`src/hdl/remap_pkg.sv`:
```
package remap_pkg;
  // byte offsets of the remap register bank
  localparam logic [7:0] NP_CTRL_OFFSET      = 8'hE4;
  localparam logic [7:0] NP_UPPER_OFFSET     = 8'hE8;
  localparam logic [7:0] PF_CTRL_OFFSET      = 8'hEC;
  localparam logic [7:0] PF_UPPER_OFFSET     = 8'hF0;
  localparam logic [7:0] PRI_BASE_OFFSET     = 8'hF4;
  localparam logic [7:0] PRI_LIMIT_OFFSET    = 8'hF8;
  localparam logic [7:0] STATUS_OFFSET       = 8'hFC;

  // control register field positions
  localparam int LOWER_BASE_LSB = 20;
  localparam int LOWER_BASE_MSB = 31;
  localparam int IO_SIZE_LSB    = 8;
  localparam int IO_SIZE_MSB    = 12;
  localparam int ENABLE_BIT     = 3;

  // writable bits of each control register, the rest reads zero
  localparam logic [31:0] NP_CTRL_WMASK = 32'hFFF0_1F08;
  localparam logic [31:0] PF_CTRL_WMASK = 32'hFFF0_0008;
  localparam logic [31:0] FULL_WMASK    = 32'hFFFF_FFFF;

  // reset values
  localparam logic [11:0] LOWER_BASE_RESET = 12'h000;
  localparam logic [4:0]  IO_SIZE_RESET    = 5'h00;
  localparam logic        ENABLE_RESET     = 1'h0;
  localparam logic [31:0] UPPER_RESET      = 32'h0000_0000;

  // class of a downstream request
  typedef enum logic [1:0] {
    KIND_MEM_NP,
    KIND_MEM_PF,
    KIND_IO,
    KIND_OTHER
  } req_kind_type;
endpackage

```
`src/hdl/remap_win_if.sv`:
```
`timescale 1ns/100ps
`default_nettype none
// one remap window: settings and address in, hit and new address out
interface remap_win_if;
  logic        enable;
  logic        in_range;
  logic [31:0] upper_base;
  logic [11:0] lower_base;
  logic [63:0] in_addr;
  logic        hit;
  logic [63:0] out_addr;

  modport cfg (output enable, in_range, upper_base, lower_base, in_addr,
               input hit, out_addr);
  modport win (input enable, in_range, upper_base, lower_base, in_addr,
               output hit, out_addr);
endinterface
`default_nettype wire

```
`src/hdl/remap_window.sv`:
```
`timescale 1ns/100ps
`default_nettype none
module remap_window
  import remap_pkg::*;
(
  remap_win_if.win w
);
  // hit only while the window is switched on and the class matches
  always_comb begin
    w.hit      = w.enable && w.in_range;
    w.out_addr = w.in_addr;
    // upper base replaces 63:32, lower base 31:20, offset stays
    if (w.hit) begin
      w.out_addr = {w.upper_base, w.lower_base,
                    w.in_addr[LOWER_BASE_LSB-1:0]};
    end
  end
endmodule
`default_nettype wire

```
`src/hdl/downstream_address_remap_regs.sv`:
```
// The implementer's own choice: the Wishbone register port.
`timescale 1ns/100ps
`default_nettype none
module downstream_address_remap_regs
  import remap_pkg::*;
(
  input  wire logic         clk_i,
  input  wire logic         rst_i,
  input  wire logic         cyc_i,
  input  wire logic         stb_i,
  input  wire logic         we_i,
  input  wire logic [7:0]   adr_i,
  input  wire logic [3:0]   sel_i,
  input  wire logic [31:0]  dat_i,
  output logic      [31:0]  dat_o,
  output logic              ack_o,
  input  wire logic         req_valid_i,
  input  wire req_kind_type req_kind_i,
  input  wire logic [63:0]  req_addr_i,
  output logic              fwd_valid_o,
  output logic      [63:0]  fwd_addr_o,
  output logic              fwd_remapped_o
);
  typedef struct packed {
    logic [11:0] np_lower;
    logic        np_enable;
    logic [4:0]  io_size;
    logic [31:0] np_upper;
    logic [11:0] pf_lower;
    logic        pf_enable;
    logic [31:0] pf_upper;
    logic [31:0] pri_base;
    logic [31:0] pri_limit;
    logic        ack;
    logic [31:0] rdata;
    logic        fwd_valid;
    logic [63:0] fwd_addr;
    logic        fwd_remapped;
    logic [1:0]  last_hit;
  } state_type;

  state_type s_r;
  state_type s_nxt;

  remap_win_if np_w ();
  remap_win_if pf_w ();

  logic        take;
  logic        wr;
  logic [31:0] np_ctrl;
  logic [31:0] pf_ctrl;
  logic [31:0] rd_mux;
  logic [31:0] io_mask;
  logic        pri_hit;
  logic [31:0] np_wr_v;
  logic [31:0] pf_wr_v;

  // byte lanes not selected keep the old value; reserved bits stay zero
  function automatic logic [31:0] merge(input logic [31:0] old_v,
                                        input logic [31:0] new_v,
                                        input logic [3:0]  sel,
                                        input logic [31:0] wmask);
    logic [31:0] res;
    res = old_v;
    for (int i = 0; i < 4; i++) begin
      if (sel[i]) begin
        res[i*8 +: 8] = new_v[i*8 +: 8];
      end
    end
    return res & wmask;
  endfunction

  // a request is taken once; ack drops in the cycle after it rose
  assign take = cyc_i && stb_i && !s_r.ack;
  assign wr   = take && we_i;

  // control words as software sees them
  always_comb begin
    np_ctrl = 32'h0000_0000;
    np_ctrl[LOWER_BASE_MSB:LOWER_BASE_LSB] = s_r.np_lower;
    np_ctrl[IO_SIZE_MSB:IO_SIZE_LSB]       = s_r.io_size;
    np_ctrl[ENABLE_BIT]                    = s_r.np_enable;
    pf_ctrl = 32'h0000_0000;
    pf_ctrl[LOWER_BASE_MSB:LOWER_BASE_LSB] = s_r.pf_lower;
    pf_ctrl[ENABLE_BIT]                    = s_r.pf_enable;
  end

  // merged write words, built outside the next-state process
  assign np_wr_v = merge(np_ctrl, dat_i, sel_i, NP_CTRL_WMASK);
  assign pf_wr_v = merge(pf_ctrl, dat_i, sel_i, PF_CTRL_WMASK);

  // read decode; unmapped offsets answer with zero
  always_comb begin
    case (adr_i)
      NP_CTRL_OFFSET:   rd_mux = np_ctrl;
      NP_UPPER_OFFSET:  rd_mux = s_r.np_upper;
      PF_CTRL_OFFSET:   rd_mux = pf_ctrl;
      PF_UPPER_OFFSET:  rd_mux = s_r.pf_upper;
      PRI_BASE_OFFSET:  rd_mux = s_r.pri_base;
      PRI_LIMIT_OFFSET: rd_mux = s_r.pri_limit;
      STATUS_OFFSET:    rd_mux = {30'h0000_0000, s_r.last_hit};
      default:          rd_mux = 32'h0000_0000;
    endcase
  end

  // non-prefetchable window only hits inside the primary upper range
  assign pri_hit = (req_addr_i[63:32] >= s_r.pri_base) &&
                   (req_addr_i[63:32] <= s_r.pri_limit);

  // window settings into the two translators
  always_comb begin
    np_w.enable     = s_r.np_enable;
    np_w.in_range   = (req_kind_i == KIND_MEM_NP) && pri_hit;
    np_w.upper_base = s_r.np_upper;
    np_w.lower_base = s_r.np_lower;
    np_w.in_addr    = req_addr_i;
    pf_w.enable     = s_r.pf_enable;
    pf_w.in_range   = (req_kind_i == KIND_MEM_PF);
    pf_w.upper_base = s_r.pf_upper;
    pf_w.lower_base = s_r.pf_lower;
    pf_w.in_addr    = req_addr_i;
  end

  remap_window np_win (
    .w (np_w.win)
  );

  remap_window pf_win (
    .w (pf_w.win)
  );

  // keep only the low address bits an I/O transfer may carry
  assign io_mask = FULL_WMASK >> s_r.io_size;

  // next state: bus writes, read capture and the forwarded address
  always_comb begin
    s_nxt       = s_r;
    s_nxt.ack   = take;
    s_nxt.rdata = take ? rd_mux : 32'h0000_0000;
    if (wr) begin
      case (adr_i)
        NP_CTRL_OFFSET: begin
          s_nxt.np_lower  = np_wr_v[LOWER_BASE_MSB:LOWER_BASE_LSB];
          s_nxt.io_size   = np_wr_v[IO_SIZE_MSB:IO_SIZE_LSB];
          s_nxt.np_enable = np_wr_v[ENABLE_BIT];
        end
        NP_UPPER_OFFSET:
          s_nxt.np_upper = merge(s_r.np_upper, dat_i, sel_i, FULL_WMASK);
        PF_CTRL_OFFSET: begin
          s_nxt.pf_lower  = pf_wr_v[LOWER_BASE_MSB:LOWER_BASE_LSB];
          s_nxt.pf_enable = pf_wr_v[ENABLE_BIT];
        end
        PF_UPPER_OFFSET:
          s_nxt.pf_upper = merge(s_r.pf_upper, dat_i, sel_i, FULL_WMASK);
        PRI_BASE_OFFSET:
          s_nxt.pri_base = merge(s_r.pri_base, dat_i, sel_i, FULL_WMASK);
        PRI_LIMIT_OFFSET:
          s_nxt.pri_limit = merge(s_r.pri_limit, dat_i, sel_i, FULL_WMASK);
        default: ;
      endcase
    end
    // one-cycle translation; settings written now apply next cycle
    s_nxt.fwd_valid    = req_valid_i;
    s_nxt.fwd_remapped = 1'b0;
    s_nxt.fwd_addr     = req_addr_i;
    if (req_valid_i) begin
      case (req_kind_i)
        KIND_MEM_NP: begin
          s_nxt.fwd_addr     = np_w.out_addr;
          s_nxt.fwd_remapped = np_w.hit;
        end
        KIND_MEM_PF: begin
          s_nxt.fwd_addr     = pf_w.out_addr;
          s_nxt.fwd_remapped = pf_w.hit;
        end
        KIND_IO:
          s_nxt.fwd_addr = {32'h0000_0000, req_addr_i[31:0] & io_mask};
        default: ;
      endcase
      s_nxt.last_hit = {pf_w.hit && req_kind_i == KIND_MEM_PF,
                        np_w.hit && req_kind_i == KIND_MEM_NP};
    end
  end

  // synchronous reset puts every field to its documented value
  always_ff @(posedge clk_i) begin
    if (rst_i) begin
      s_r           <= '0;
      s_r.np_lower  <= LOWER_BASE_RESET;
      s_r.io_size   <= IO_SIZE_RESET;
      s_r.np_enable <= ENABLE_RESET;
      s_r.np_upper  <= UPPER_RESET;
      s_r.pf_lower  <= LOWER_BASE_RESET;
      s_r.pf_enable <= ENABLE_RESET;
      s_r.pri_base  <= UPPER_RESET;
      s_r.pri_limit <= UPPER_RESET;
      s_r.pf_upper  <= UPPER_RESET;
    end else begin
      s_r <= s_nxt;
    end
  end

  // outputs straight from the state register
  assign dat_o          = s_r.rdata;
  assign ack_o          = s_r.ack;
  assign fwd_valid_o    = s_r.fwd_valid;
  assign fwd_addr_o     = s_r.fwd_addr;
  assign fwd_remapped_o = s_r.fwd_remapped;

  // ack lasts exactly one cycle
  ack_single_a: assert property (@(posedge clk_i) disable iff (rst_i)
    ack_o |=> !ack_o)
    else $error("ack held longer than one cycle");

  np_lower_wr_a: assert property (@(posedge clk_i) disable iff (rst_i)
    (wr && adr_i == NP_CTRL_OFFSET && sel_i[3:2] == 2'b11)
      |=> s_r.np_lower == $past(dat_i[31:20]))
    else $error("non-prefetchable lower base not stored");

  io_size_wr_a: assert property (@(posedge clk_i) disable iff (rst_i)
    (wr && adr_i == NP_CTRL_OFFSET && sel_i[1])
      |=> s_r.io_size == $past(dat_i[IO_SIZE_MSB:IO_SIZE_LSB]))
    else $error("io size not stored");

  np_off_pass_a: assert property (@(posedge clk_i) disable iff (rst_i)
    (req_valid_i && req_kind_i == KIND_MEM_NP && !s_r.np_enable)
      |=> !fwd_remapped_o && fwd_addr_o == $past(req_addr_i))
    else $error("non-prefetchable remap while disabled");

  np_upper_wr_a: assert property (@(posedge clk_i) disable iff (rst_i)
    (wr && adr_i == NP_UPPER_OFFSET && sel_i == 4'hF)
      |=> s_r.np_upper == $past(dat_i))
    else $error("non-prefetchable upper base not stored");

  pf_lower_wr_a: assert property (@(posedge clk_i) disable iff (rst_i)
    (wr && adr_i == PF_CTRL_OFFSET && sel_i[3:2] == 2'b11)
      |=> s_r.pf_lower == $past(dat_i[31:20]))
    else $error("prefetchable lower base not stored");

  pf_remap_a: assert property (@(posedge clk_i) disable iff (rst_i)
    (req_valid_i && req_kind_i == KIND_MEM_PF)
      |=> fwd_remapped_o == $past(s_r.pf_enable))
    else $error("prefetchable enable not honoured");

  pri_range_wr_a: assert property (@(posedge clk_i) disable iff (rst_i)
    (wr && adr_i == PRI_BASE_OFFSET && sel_i == 4'hF)
      |=> s_r.pri_base == $past(dat_i) && $stable(s_r.pri_limit))
    else $error("primary upper base not stored");

  pri_limit_wr_a: assert property (@(posedge clk_i) disable iff (rst_i)
    (wr && adr_i == PRI_LIMIT_OFFSET && sel_i == 4'hF)
      |=> s_r.pri_limit == $past(dat_i))
    else $error("primary upper limit not stored");

  reserved_zero_a: assert property (@(posedge clk_i) disable iff (rst_i)
    (take && !we_i && (adr_i == NP_CTRL_OFFSET || adr_i == PF_CTRL_OFFSET))
      |=> dat_o[19:13] == 7'h00 && dat_o[7:4] == 4'h0 && dat_o[2:0] == 3'h0
          && ($past(adr_i) != PF_CTRL_OFFSET || dat_o[12:8] == 5'h00))
    else $error("reserved control bits read nonzero");

  pf_upper_wr_a: assert property (@(posedge clk_i) disable iff (rst_i)
    (wr && adr_i == PF_UPPER_OFFSET && sel_i == 4'hF)
      |=> s_r.pf_upper == $past(dat_i))
    else $error("prefetchable upper base not stored");

  np_translate_a: assert property (@(posedge clk_i) disable iff (rst_i)
    (req_valid_i && req_kind_i == KIND_MEM_NP && s_r.np_enable && pri_hit)
      |=> fwd_remapped_o
          && fwd_addr_o[63:32] == $past(s_r.np_upper)
          && fwd_addr_o[31:20] == $past(s_r.np_lower)
          && fwd_addr_o[19:0] == $past(req_addr_i[19:0]))
    else $error("non-prefetchable address not rewritten");

  pf_translate_a: assert property (@(posedge clk_i) disable iff (rst_i)
    (req_valid_i && req_kind_i == KIND_MEM_PF && s_r.pf_enable)
      |=> fwd_remapped_o
          && fwd_addr_o[63:32] == $past(s_r.pf_upper)
          && fwd_addr_o[31:20] == $past(s_r.pf_lower)
          && fwd_addr_o[19:0] == $past(req_addr_i[19:0]))
    else $error("prefetchable address not rewritten");

  // shift pair drops the top bits without reusing the design's mask
  io_discard_a: assert property (@(posedge clk_i) disable iff (rst_i)
    (req_valid_i && req_kind_i == KIND_IO)
      |=> !fwd_remapped_o && fwd_addr_o[63:32] == 32'h0000_0000
          && fwd_addr_o[31:0] == (($past(req_addr_i[31:0]) << $past(s_r.io_size))
                                  >> $past(s_r.io_size)))
    else $error("io address bits not discarded");

  // forwarded valid trails the request by exactly one cycle
  fwd_follow_a: assert property (@(posedge clk_i) disable iff (rst_i)
    fwd_valid_o == $past(req_valid_i))
    else $error("forwarded valid out of step");

  // every writable field back to zero one cycle after reset
  reset_clear_a: assert property (@(posedge clk_i)
    rst_i |=> np_ctrl == 32'h0000_0000 && pf_ctrl == 32'h0000_0000
              && s_r.np_upper == UPPER_RESET && s_r.pf_upper == UPPER_RESET
              && s_r.pri_base == UPPER_RESET && s_r.pri_limit == UPPER_RESET)
    else $error("registers not cleared by reset");
endmodule
`default_nettype wire

```
`config.mk`:
```
export PLATFORM = sky130hd
export DESIGN_NAME = downstream_address_remap_regs
export DESIGN_NICKNAME = d
export VERILOG_FILES = /design/src/hdl/remap_pkg.sv /design/src/hdl/remap_win_if.sv /design/src/hdl/remap_window.sv /design/src/hdl/downstream_address_remap_regs.sv
export SDC_FILE = /design/constraint.sdc
export NUM_CORES = 1
export LEC_CHECK = 0
export BUFFER_PORTS_ARGS = -buffer_cell sky130_fd_sc_hd__clkbuf_2
export CAP_MARGIN = 40
export CORE_UTILIZATION = 45
export CTS_BUF_LIST = sky130_fd_sc_hd__clkbuf_8
export DETAILED_ROUTE_END_ITERATION = 8
export PLACE_DENSITY = 0.68
export SETUP_SLACK_MARGIN = 0.4
export SKIP_LAST_GASP = 1
export SYNTH_ARGS = -nofsm -noshare
export SYNTH_HDL_FRONTEND = slang
export SYNTH_SLANG_ARGS = --single-unit
```
`constraint.sdc`:
```
create_clock -name clk_i -period 2.6 [get_ports clk_i]
set_clock_uncertainty 0.1 [all_clocks]
set_input_delay 0.52 -clock clk_i [delete_from_list [all_inputs] [get_ports clk_i]]
set_output_delay 0.52 -clock clk_i [all_outputs]
set_load 0.1 [all_outputs]
```
==> metrics.md, run 1 <==
| Metric | Value |
|---|---|
| GP Congestion | `0.9340` |
| Critical path required time | `2.93 ns` |
| Final Hold Viols | `0` |
| Status | `finished with violations` |
| CTS tree | `yes` |
| Fin cells | `2350` |
| Initial antenna violation count | `2` |
| # setup viols final | `45` |
| Failing checks | `setup timing` |
| Syn Area/Cell | `8.431 um^2` |
| DRC Markers | `0` |
| Clk_lat worst skew | `0.59 ns` |
| Period utilization | `1.043` |
| Area grow syn2layout | `22.00%` |
| Rel. slew slack | `0.4327` |
| Drt via density | `5.872` |
| Yosys synthesis warning count | `0` |
| Crit path DAT | `3.04 ns` |
| Startpoint types | `register` |
| Sequential element share of the synthesized area | `0.3619` |
| Commonest register cell after synthesis | `dfxtp_1` |
| Mapped Area | `14380 um^2` |
| Drt initial violations | `1528` |
| Fraction of layout cells with a size suffix above 1 | `0.3077` |
| Core ar. | `31470 um^2` |
| Critical Path Max Stage Delay | `0.50 ns` |
| Min-delay worst type | `in -> reg` |
| Filler cell count | `2862` |
| Final #Nets | `2093` |
| Worst setup path class | `reg -> reg` |
| Worst-path cell chain | `inv_2 -> ha_4 -> nand4_1 -> nor3_4 -> or4b_4 -> a31oi_4 -> o22ai_4 -> buf_12 -> o2111ai_2 -> o211ai_2` |
| DR vias | `13800` |
| Routed Antenna Nets | `0` |
| Initial Util | `0.4570` |
| H-tree depth | `2` |
| Chip height | `180.8 um` |
| Max Clk Rate | `0.3689 GHz` |
| Clock Root Buffer | `clkbuf_8` |
| Most common cell after layout, fill and taps aside | `dfxtp_1` |
| Clock slew at reported path FFs | `0.07 ns` |
| Max Transition Viols Final | `0` |
| Setup crit end kind | `register` |
| Max FO, Critical Path | `24` |
| IO Count | `215` |
| Vias in the first global route | `13169` |
| Most frequent cells in the layout | `dfxtp_1 (250), clkbuf_2 (213), nor2_1 (198), nand2_1 (170), o21ai_0 (148)` |
| Post-layout minimum cycle time | `2.711 ns` |
| Post-Place Cells | `2260` |
| Max Cap Violations | `0` |
| Die width | `180.8 um` |
| Drt pass-1 iters | `7` |
| PortBufs | `214` |
| Setup WS post-layout | `-0.1106 ns` |
| Rows | `65` |
| Cells after synthesis | `1706` |
| Die footprint | `32680 um^2` |
| Final WL | `48450 um` |
| Largest net degree at the start of global routing | `91` |
| Syn_nets | `1886` |
| Worst slew pin tran | `0.8478 ns` |
| Total global routing overflow | `0` |
| Critical Path Slowest Stage Cell | `or4b_4` |
| Peak VDD IR | `0.3694 mV` |
| Global router's overall resource usage | `0.2904` |
| RSZ-0062 raised after global routing | `yes` |
| Clk sink count | `260` |
| DP HPWL | `34620 um` |
| Power density cells | `550.9 nW/um^2` |
| Fraction of registers with async set/reset | `0` |
| Global-route wire length before repair | `74620 um` |
| Setup tns final | `-2.747 ns` |
| Unique cell type count in the Yosys netlist | `66` |
| EDFF count, synth | `0` |
| CTS Buffer Depth | `3` |
| Hold slack final | `0.03893 ns` |
| Final core occ | `0.5575` |
| CTS Buf Count | `45` |
| Post-DR wirelength/cell | `20.62 um` |
| Synthesis-stage register bit count | `260` |
| Leak pwr | `6.649 nW` |
[per-layer routing]
| layer | GRT usage | routed length [um] | vias to the layer above | share of wire |
|---|---|---|---|---|
| li1 | - | - | 6426 | - |
| met1 | 0.3921 | 20760 | 6560 | 0.43 |
| met2 | 0.4647 | 22180 | 708 | 0.46 |
| met3 | 0.04737 | 4204 | 102 | 0.087 |
| met4 | 0.1067 | 1288 | 4 | 0.027 |
| met5 | 0 | 22 | - | 0.00045 |
[stage by stage]
stage	power (mW)	setup slack [ns]	instance area [um^2]
after CTS	9.712	-0.06203	17490
after global routing	10.00	-0.1918	17540
after detailed placement	5.680	-0.3555	16390
after global placement	5.661	-0.3338	16390
final	9.667	-0.1106	17550
after floorplan	5.298	0.1345	14560
[where the power goes]
| part | internal [mW] | switching [mW] | leakage (nW) |
|---|---|---|---|
| Combinational | 0.385 | 1.13 | 3.99 |
| Clock | 2.28 | 1.77 | 0.545 |
| Sequential | 4.06 | 0.0359 | 2.12 |
[cells in the mapped netlist (3+ instances only)]
| cell | instances | area share |
|---|---|---|
| a21o_1 | 8 | 0.0042 |
| o2111ai_2 | 39 | 0.041 |
| o21a_1 | 3 | 0.0016 |
| a22oi_1 | 19 | 0.0099 |
| buf_6 | 8 | 0.0063 |
| dfxtp_1 | 260 | 0.36 |
| nand2_1 | 172 | 0.045 |
| o211ai_1 | 3 | 0.0016 |
| inv_1 | 71 | 0.019 |
| buf_4 | 96 | 0.050 |
| nor4_1 | 4 | 0.0017 |
| nand2b_1 | 5 | 0.0022 |
| nor3b_1 | 4 | 0.0021 |
| a311oi_1 | 3 | 0.0018 |
| mux2i_1 | 113 | 0.079 |
| ha_1 | 64 | 0.056 |
| o2111ai_1 | 4 | 0.0024 |
| buf_1 | 11 | 0.0029 |
| nor3_1 | 6 | 0.0021 |
| a221o_1 | 10 | 0.0070 |
| nand4_1 | 16 | 0.0070 |
| o211a_1 | 4 | 0.0028 |
| buf_2 | 5 | 0.0017 |
| clkbuf_1 | 91 | 0.024 |
| nor2b_1 | 5 | 0.0022 |
| nor2_2 | 8 | 0.0035 |
| a222oi_1 | 30 | 0.021 |
| nor2_1 | 202 | 0.053 |
| a21oi_1 | 147 | 0.051 |
| o211ai_2 | 40 | 0.035 |
| and3_1 | 11 | 0.0048 |
| o21ai_0 | 149 | 0.052 |
| nor3_2 | 3 | 0.0021 |
| nand3_1 | 54 | 0.019 |
| a221oi_1 | 4 | 0.0024 |
[layout make-up]
cell class,count,area [um^2],area share
sequential,260,5218,0.2973
tap,402,503.0,0.02867
timing repair buffer,371,2580,0.1470
antenna,1,2.502,0.0001426
clock buffer,57,784.5,0.04471
multi-input combinational,1163,7995,0.4556
inverter,72,270.3,0.01540
clock inverter,24,193.9,0.01105
[timing repair]
item,CTS,global route
gates resized for setup,21,10
hold endpoints to repair,0,0
hold buffers,0,0
setup buffers,6,2
endpoints found under the setup margin,50,106
pin swaps,2,4
cloned,0,0
[worst paths after layout]
| kind | start | to | slack [ns] | cells after the start |
|---|---|---|---|---|
| hold / removal | req_addr_i[0] | fwd_addr_o[0] | 0.04 | 2 |
| setup / recovery | s_r[145] | fwd_addr_o[54] | -0.11 | 10 |
| hold reg to reg | s_r[137] | dat_o[4] | 0.37 | 2 |
| setup reg to reg | s_r[145] | fwd_addr_o[54] | -0.11 | 10 |
[flip-flops by register name (all words and copies together), names as in the netlist]
register         count
np_w.upper_base     32
ack_o                1
pf_w.upper_base     32
fwd_valid_o          1
s_r                 66
pf_w.enable          1
np_w.lower_base     12
dat_o               32
fwd_addr_o          64
pf_w.lower_base     12
np_w.enable          1
np_ctrl              5
fwd_remapped_o       1
[cell families after synthesis]
logic type               count (synthesis)  share of synthesized area
AO/OA/AOI/OAI                          482                     0.2474
buffers and inverters                  283                     0.1035
AND/OR/NAND/NOR                        504                     0.1529
adder cells (fa/ha/maj)                 64                    0.05568
flip-flops                             260                     0.3619
multiplexers                           113                    0.07864
[worst max-delay path, delay by kind of cell, from the launching register on]
kind / cells / cell delay, ns
AND/OR/NAND/NOR: 3 / 0.90
AO/OA/AOI/OAI: 4 / 0.66
flip-flops: 1 / 0.35
buffers and inverters: 2 / 0.26
adder cells (fa/ha/maj): 1 / 0.26
No activity file was read; power rests on OpenSTA's default activity.
==> run 2, diff against run 1 <==
- PLACE_DENSITY: 0.68 -> 0.73
- RECOVER_POWER: not set -> 50
==> metrics.md, run 2 (synthesized netlist as in run 1, its figures left out) <==
| Metric | Value |
|---|---|
| Core ar. | `31470 um^2 (unchanged)` |
| Drt pass-1 iters | `9 (+2)` |
| Critical Path Slowest Stage Cell | `or4b_4` |
| Final WL | `50150 um (+3.5%)` |
| Reg power frac | `0.412 (-0.012)` |
| Sw Ratio | `0.2993 (-0.004356)` |
| GP Congestion | `0.9445 (+1.1%)` |
| Critical Path Max Stage Delay | `0.52 ns (+0.02 ns)` |
| Worst slew pin tran | `1.539 ns (+0.6910 ns)` |
| Initial antenna violation count | `2 (unchanged)` |
| Max Clk Rate | `0.3678 GHz (-0.32%)` |
| Pre-CTS setup slack | `-0.3471 ns (+0.008333 ns)` |
| DRC Markers | `0 (unchanged)` |
| Max Transition Viols Final | `35 (+35)` |
| R2r startpoint | `s_r[146]` |
| Worst reg2reg path endpoint | `fwd_remapped_o` |
| Reg with most FFs | `s_r` |
| Critical path required time | `2.96 ns (+0.03 ns)` |
| Max FO, Critical Path | `6 (-75%)` |
| Drt initial violations | `1986 (+30%)` |
| Peak VDD IR | `0.4721 mV (+28%)` |
| Period utilization | `1.046 (+0.003323)` |
| Largest register FFs | `66 (unchanged)` |
| Failing checks | `capacitance limit, slew limit, setup timing` |
| Power density cells | `558.6 nW/um^2 (+1.4%)` |
| Leak pwr | `6.658 nW (+0.13%)` |
| Final Hold Viols | `0 (unchanged)` |
| Startpoint types | `register` |
| Total global routing overflow | `0 (unchanged)` |
| Clk_lat worst skew | `0.57 ns (-0.02 ns)` |
| DP HPWL | `35350 um (+2.1%)` |
| Crit path DAT | `3.08 ns (+0.04 ns)` |
| Fraction of layout cells with a size suffix above 1 | `0.2851 (-0.02252)` |
| Worst setup path class | `reg -> reg` |
| Rows | `65 (unchanged)` |
| Delay-heaviest family, CP | `simple AND/OR/NAND/NOR gates` |
| Status | `finished with violations` |
| Setup crit end kind | `register` |
| Comb power frac | `0.154 (-0.003)` |
| Drt via density | `6.013 (+2.4%)` |
| Hold_buf cts | `0 (unchanged)` |
| Rel. slew slack | `-0.02587 (-0.4586)` |
| Clock Root Buffer | `clkbuf_8` |
| RSZ-0062 raised after global routing | `yes` |
| Most common cell after layout, fill and taps aside | `dfxtp_1` |
| R2R depth | `9 (-1)` |
| Post-DR wirelength/cell | `21.05 um (+2.1%)` |
| Design area | `17790 um^2 (+1.4%)` |
| IO Count | `215 (unchanged)` |
| CTS Buffer Depth | `3 (unchanged)` |
| Worst-path cell chain | `inv_2 -> ha_4 -> nand4_1 -> nor3_2 -> or4b_4 -> a31oi_4 -> o22a_4 -> nand2_8 -> a2111oi_4` |
| Initial Util | `0.4570 (unchanged)` |
| Clock slew at reported path FFs | `0.06 ns (about the same)` |
| Hold slack final | `0.06283 ns (+0.02390 ns)` |
| Psw | `2.974 mW (+1.3%)` |
| WP buf/inv | `1 (-1)` |
| Die footprint | `32680 um^2 (unchanged)` |
| Vias in the first global route | `13745 (+4.4%)` |
| CTS Buf Count | `46 (+2.2%)` |
| Power Internal | `6.964 mW (+3.4%)` |
| Chip height | `180.8 um (unchanged)` |
| # setup viols final | `53 (+18%)` |
| Routed Antenna Nets | `0 (unchanged)` |
| CTS tree | `yes` |
| Post-layout minimum cycle time | `2.719 ns (+0.008640 ns)` |
| Filler cell count | `2804 (-2.0%)` |
| Global-route wire length before repair | `76290 um (+2.2%)` |
| Global router's overall resource usage | `0.2951 (+0.004710)` |
| H-tree depth | `2 (unchanged)` |
| Area grow syn2layout | `23.70%` |
| Most frequent cells in the layout | `dfxtp_1 (241), nor2_1 (208), nand2_1 (171), clkbuf_2 (168), o21ai_0 (147)` |
| Critical path origin | `s_r[146]` |
| Crit path depth | `9 (-1)` |
| Max Cap Violations | `1 (+1)` |
| Clk pwr share | `0.433 (+0.014)` |
| Setup WS post-layout | `-0.1192 ns (-0.008640 ns)` |
| DR vias | `14324 (+3.8%)` |
| Die width | `180.8 um (unchanged)` |
| Min-delay worst type | `in -> reg` |
| Clk sink count | `260 (unchanged)` |
| CP endpoint | `fwd_remapped_o` |
| Area after DPL | `16490 um^2 (+0.61%)` |
| PortBufs | `214 (unchanged)` |
| Final #Nets | `2122 (+1.4%)` |
| Setup slack, reg-to-reg | `-0.12 ns (about the same)` |
| Largest net degree at the start of global routing | `89 (-2.2%)` |
run 2: how the worst min path moves through the flow:
stage | from | endpoint | slack [ns] | cells after the start
floorplan | pf_w.upper_base[1] | dat_o[1] | 0.34 | 2
global placement | s_r[0] | s_r[0] | 0.37 | 2
detailed placement | pf_w.upper_base[20] | pf_w.upper_base[20] | 0.38 | 2
CTS | req_addr_i[1] | fwd_addr_o[1] | 0.05 | 3
global route | req_addr_i[5] | fwd_addr_o[5] | 0.06 | 3
finish | req_addr_i[0] | fwd_addr_o[0] | 0.06 | 2
run 2: per-layer routing:
layer	wire length, um	up-vias	track usage
met2	22310	860	0.4604
li1	-	6498	-
met5	0	-	0
met4	2239	0	0.1426
met1	20720	6793	0.3870
met3	4879	173	0.06229
run 2: layout make-up:
type                    instances  area, um^2  share of cell area
multi-input cells            1164        8090              0.4547
flip-flops and latches        260        5229              0.2939
repair buffers                398        2645              0.1487
clock buffers                  58       798.3             0.04487
well taps                     402       503.0             0.02827
inverters                      72       270.3             0.01519
clock inverters                26       250.2             0.01407
diodes                          2       5.005           0.0002813
run 2: power groups by stage:
stage | Sequential (mW) | Combinational [mW] | Clock, mW
2_1_floorplan | 4.18 | 1.12 | 0
3_3_place_gp | 4.19 | 1.47 | 0
3_5_place_dp | 4.18 | 1.50 | 0
4_1_cts | 4.10 | 1.53 | 4.34
5_1_grt | 4.10 | 1.61 | 4.54
6_report | 4.10 | 1.53 | 4.31
run 2: per-stage QoR:
step                      TNS, ns  utilization  total power, mW  std cells
after global routing       -7.915       0.5652            10.25       2381
after CTS                       0       0.5703            9.969       2375
final                      -3.724       0.5653            9.938       2382
after global placement     -14.77       0.5241            5.659       2275
after floorplan                 0            -            5.298       1706
after detailed placement   -14.28       0.5241            5.687       2275
run 2: what timing repair did:
action	CTS	global route
resized for setup	51	4
pin swaps	22	15
buffers inserted	14	2
gates cloned	2	3
setup endpoints to repair	46	60
run 2: worst reg2reg max path: stages (launching register included):
cell,delay (ns)
dfxtp_2,0.35
inv_2,0.05
ha_4,0.26
nand4_1,0.12
nor3_2,0.29
or4b_4,0.52
a31oi_4,0.21
o22a_4,0.24
nand2_8,0.14
a2111oi_4,0.32
==> run 3, diff against run 2 <==
- SETUP_SLACK_MARGIN: 0.4 -> not set
==> metrics.md, run 3 (synthesized netlist as in run 1, its figures left out) <==
| Metric | Value |
|---|---|
| Status | `finished with violations` |
| Max Transition Viols Final | `26 (-26%)` |
| Drt via density | `5.918 (-1.6%)` |
| Vias in the first global route | `13465 (-2.0%)` |
| Critical path required time | `2.93 ns (-0.03 ns)` |
| Routed Antenna Nets | `0 (unchanged)` |
| Max Clk Rate | `0.3657 GHz (-0.57%)` |
| Failing checks | `capacitance limit, slew limit, setup timing` |
| Die width | `180.8 um (unchanged)` |
| IO Count | `215 (unchanged)` |
| DRC Markers | `0 (unchanged)` |
| Global-route wire length before repair | `74330 um (-2.6%)` |
| DP HPWL | `35190 um (-0.44%)` |
| Max FO, Critical Path | `11 (+5)` |
| # setup viols final | `44 (-17%)` |
| CTS tree | `yes` |
| Period utilization | `1.052 (+0.006004)` |
| DR vias | `14084 (-1.7%)` |
| RSZ-0062 raised after global routing | `yes` |
| Area of the multi-input gates | `8000 um^2 (-1.1%)` |
| Startpoint types | `register` |
| Most common cell after layout, fill and taps aside | `dfxtp_1` |
| Filler cell count | `2827 (+0.82%)` |
| Peak VDD IR | `0.3587 mV (-24%)` |
| Hold slack final | `0.06831 ns (+0.005483 ns)` |
| Chip height | `180.8 um (unchanged)` |
| Initial Util | `0.4570 (unchanged)` |
| Leak pwr | `6.542 nW (-1.7%)` |
| Critical Path Slowest Stage Cell | `or4b_4` |
| Post-DR wirelength/cell | `20.69 um (-1.7%)` |
| Worst setup path class | `reg -> reg` |
| Most frequent cells in the layout | `dfxtp_1 (254), nor2_1 (200), nand2_1 (170), buf_4 (155)` |
| Reg area | `5213 um^2 (-0.31%)` |
| Power density cells | `535.8 nW/um^2 (-4.1%)` |
| Drt pass-1 iters | `6 (-3)` |
| Rows | `65 (unchanged)` |
| Final Hold Viols | `0 (unchanged)` |
| Clk sink count | `260 (unchanged)` |
| Core ar. | `31470 um^2 (unchanged)` |
| Post-layout minimum cycle time | `2.735 ns (+0.01561 ns)` |
| Fraction of layout cells with a size suffix above 1 | `0.2749 (-0.01020)` |
| Initial antenna violation count | `4 (+2)` |
| Final WL | `49240 um (-1.8%)` |
| Setup slack, reg-to-reg | `-0.13 ns (-0.02 ns)` |
| Worst slew pin tran | `1.565 ns (+0.02585 ns)` |
| PortBufs | `214 (unchanged)` |
| Die footprint | `32680 um^2 (unchanged)` |
| Drt initial violations | `1760 (-11%)` |
| Min-delay worst type | `in -> reg` |
| Worst-path cell chain | `inv_1 -> ha_4 -> nand4_1 -> nor3_4 -> or4b_4 -> a31oi_4 -> o22ai_4 -> clkbuf_16 -> o2111ai_2 -> o211ai_2` |
| Final core occ | `0.5587 (-0.006519)` |
| Rel. slew slack | `-0.04310 (-0.01724)` |
| H-tree depth | `2 (unchanged)` |
| Largest register FFs | `66 (unchanged)` |
| CTS Buf Count | `45 (-2.2%)` |
| Overall Power | `9.422 mW (-5.2%)` |
| Crit path DAT | `3.06 ns (-0.02 ns)` |
| Hold_buf cts | `0 (unchanged)` |
| Setup WS post-layout | `-0.1348 ns (-0.01561 ns)` |
| GP Congestion | `0.9228 (-2.3%)` |
| Largest net degree at the start of global routing | `97 (+9.0%)` |
| Max Cap Violations | `1 (unchanged)` |
| CTS Buffer Depth | `3 (unchanged)` |
| Critical Path Max Stage Delay | `0.51 ns (about the same)` |
| Clock slew at reported path FFs | `0.06 ns (about the same)` |
| Clk_lat worst skew | `0.56 ns (about the same)` |
| Final #Nets | `2122 (unchanged)` |
| Setup tns final | `-3.797 ns (-0.07389 ns)` |
| Reg with most FFs | `s_r` |
| Clock Root Buffer | `clkbuf_8` |
| Total global routing overflow | `0 (unchanged)` |
| Global router's overall resource usage | `0.2898 (-0.005251)` |
| Area grow syn2layout | `22.27%` |
| Setup crit end kind | `register` |
run 3: layout make-up:
cell class / instances / area share
diodes: 3 / 0.0004269
well taps: 402 / 0.02860
repair buffers: 400 / 0.1518
inverters: 72 / 0.01537
multi-input cells: 1163 / 0.4549
clock buffers: 61 / 0.04774
flip-flops and latches: 260 / 0.2964
clock inverters: 19 / 0.004767
run 3: where the power goes:
| group | total [mW] | internal, mW | leakage, nW | switching (mW) |
|---|---|---|---|---|
| combinational | 1.52 | 0.374 | 3.90 | 1.14 |
| sequential | 4.10 | 4.06 | 2.12 | 0.0390 |
| clock | 3.80 | 2.08 | 0.525 | 1.72 |
| total | 9.42 | 6.52 | 6.54 | 2.90 |
run 3: what timing repair did:
action                     CTS  global route
resized for setup           16            33
pin swaps                    6             8
setup buffers                6             2
cloned                       0             2
setup endpoints to repair   46            46
run 3: worst max-delay path, delay by kind of cell (launching register included):
family                     cells  cell delay, ns
buffers and inverters          2            0.30
AOI/OAI and AO/OA              4            0.71
and+or+nand+nor                3            0.92
DFF                            1            0.33
adders and majority gates      1            0.27
run 3: per-layer routing:
layer	GRT usage	wire (um)	vias up
met5	0	12	-
met4	0.1323	1939	2
met3	0.05201	4332	141
met2	0.4642	22330	798
met1	0.3790	20620	6653
li1	-	-	6490
run 3: final timing paths:
path                 start             end  cells past startpoint
max               s_r[147]  fwd_addr_o[53]                     10
min          req_addr_i[1]   fwd_addr_o[1]                      3
max reg2reg       s_r[147]  fwd_addr_o[53]                     10
min reg2reg       s_r[135]        dat_o[2]                      2
run 3: per-stage QoR:
| step | cells | cell area, um^2 | setup WS (ns) |
|---|---|---|---|
| floorplan | 1706 | 14380 | 0.002395 |
| global placement | 2287 | 16390 | -0.5091 |
| detailed placement | 2287 | 16390 | -0.5945 |
| CTS | 2373 | 17460 | -0.08639 |
| global route | 2380 | 17590 | -0.2169 |
| finish | 2380 | 17590 | -0.1348 |
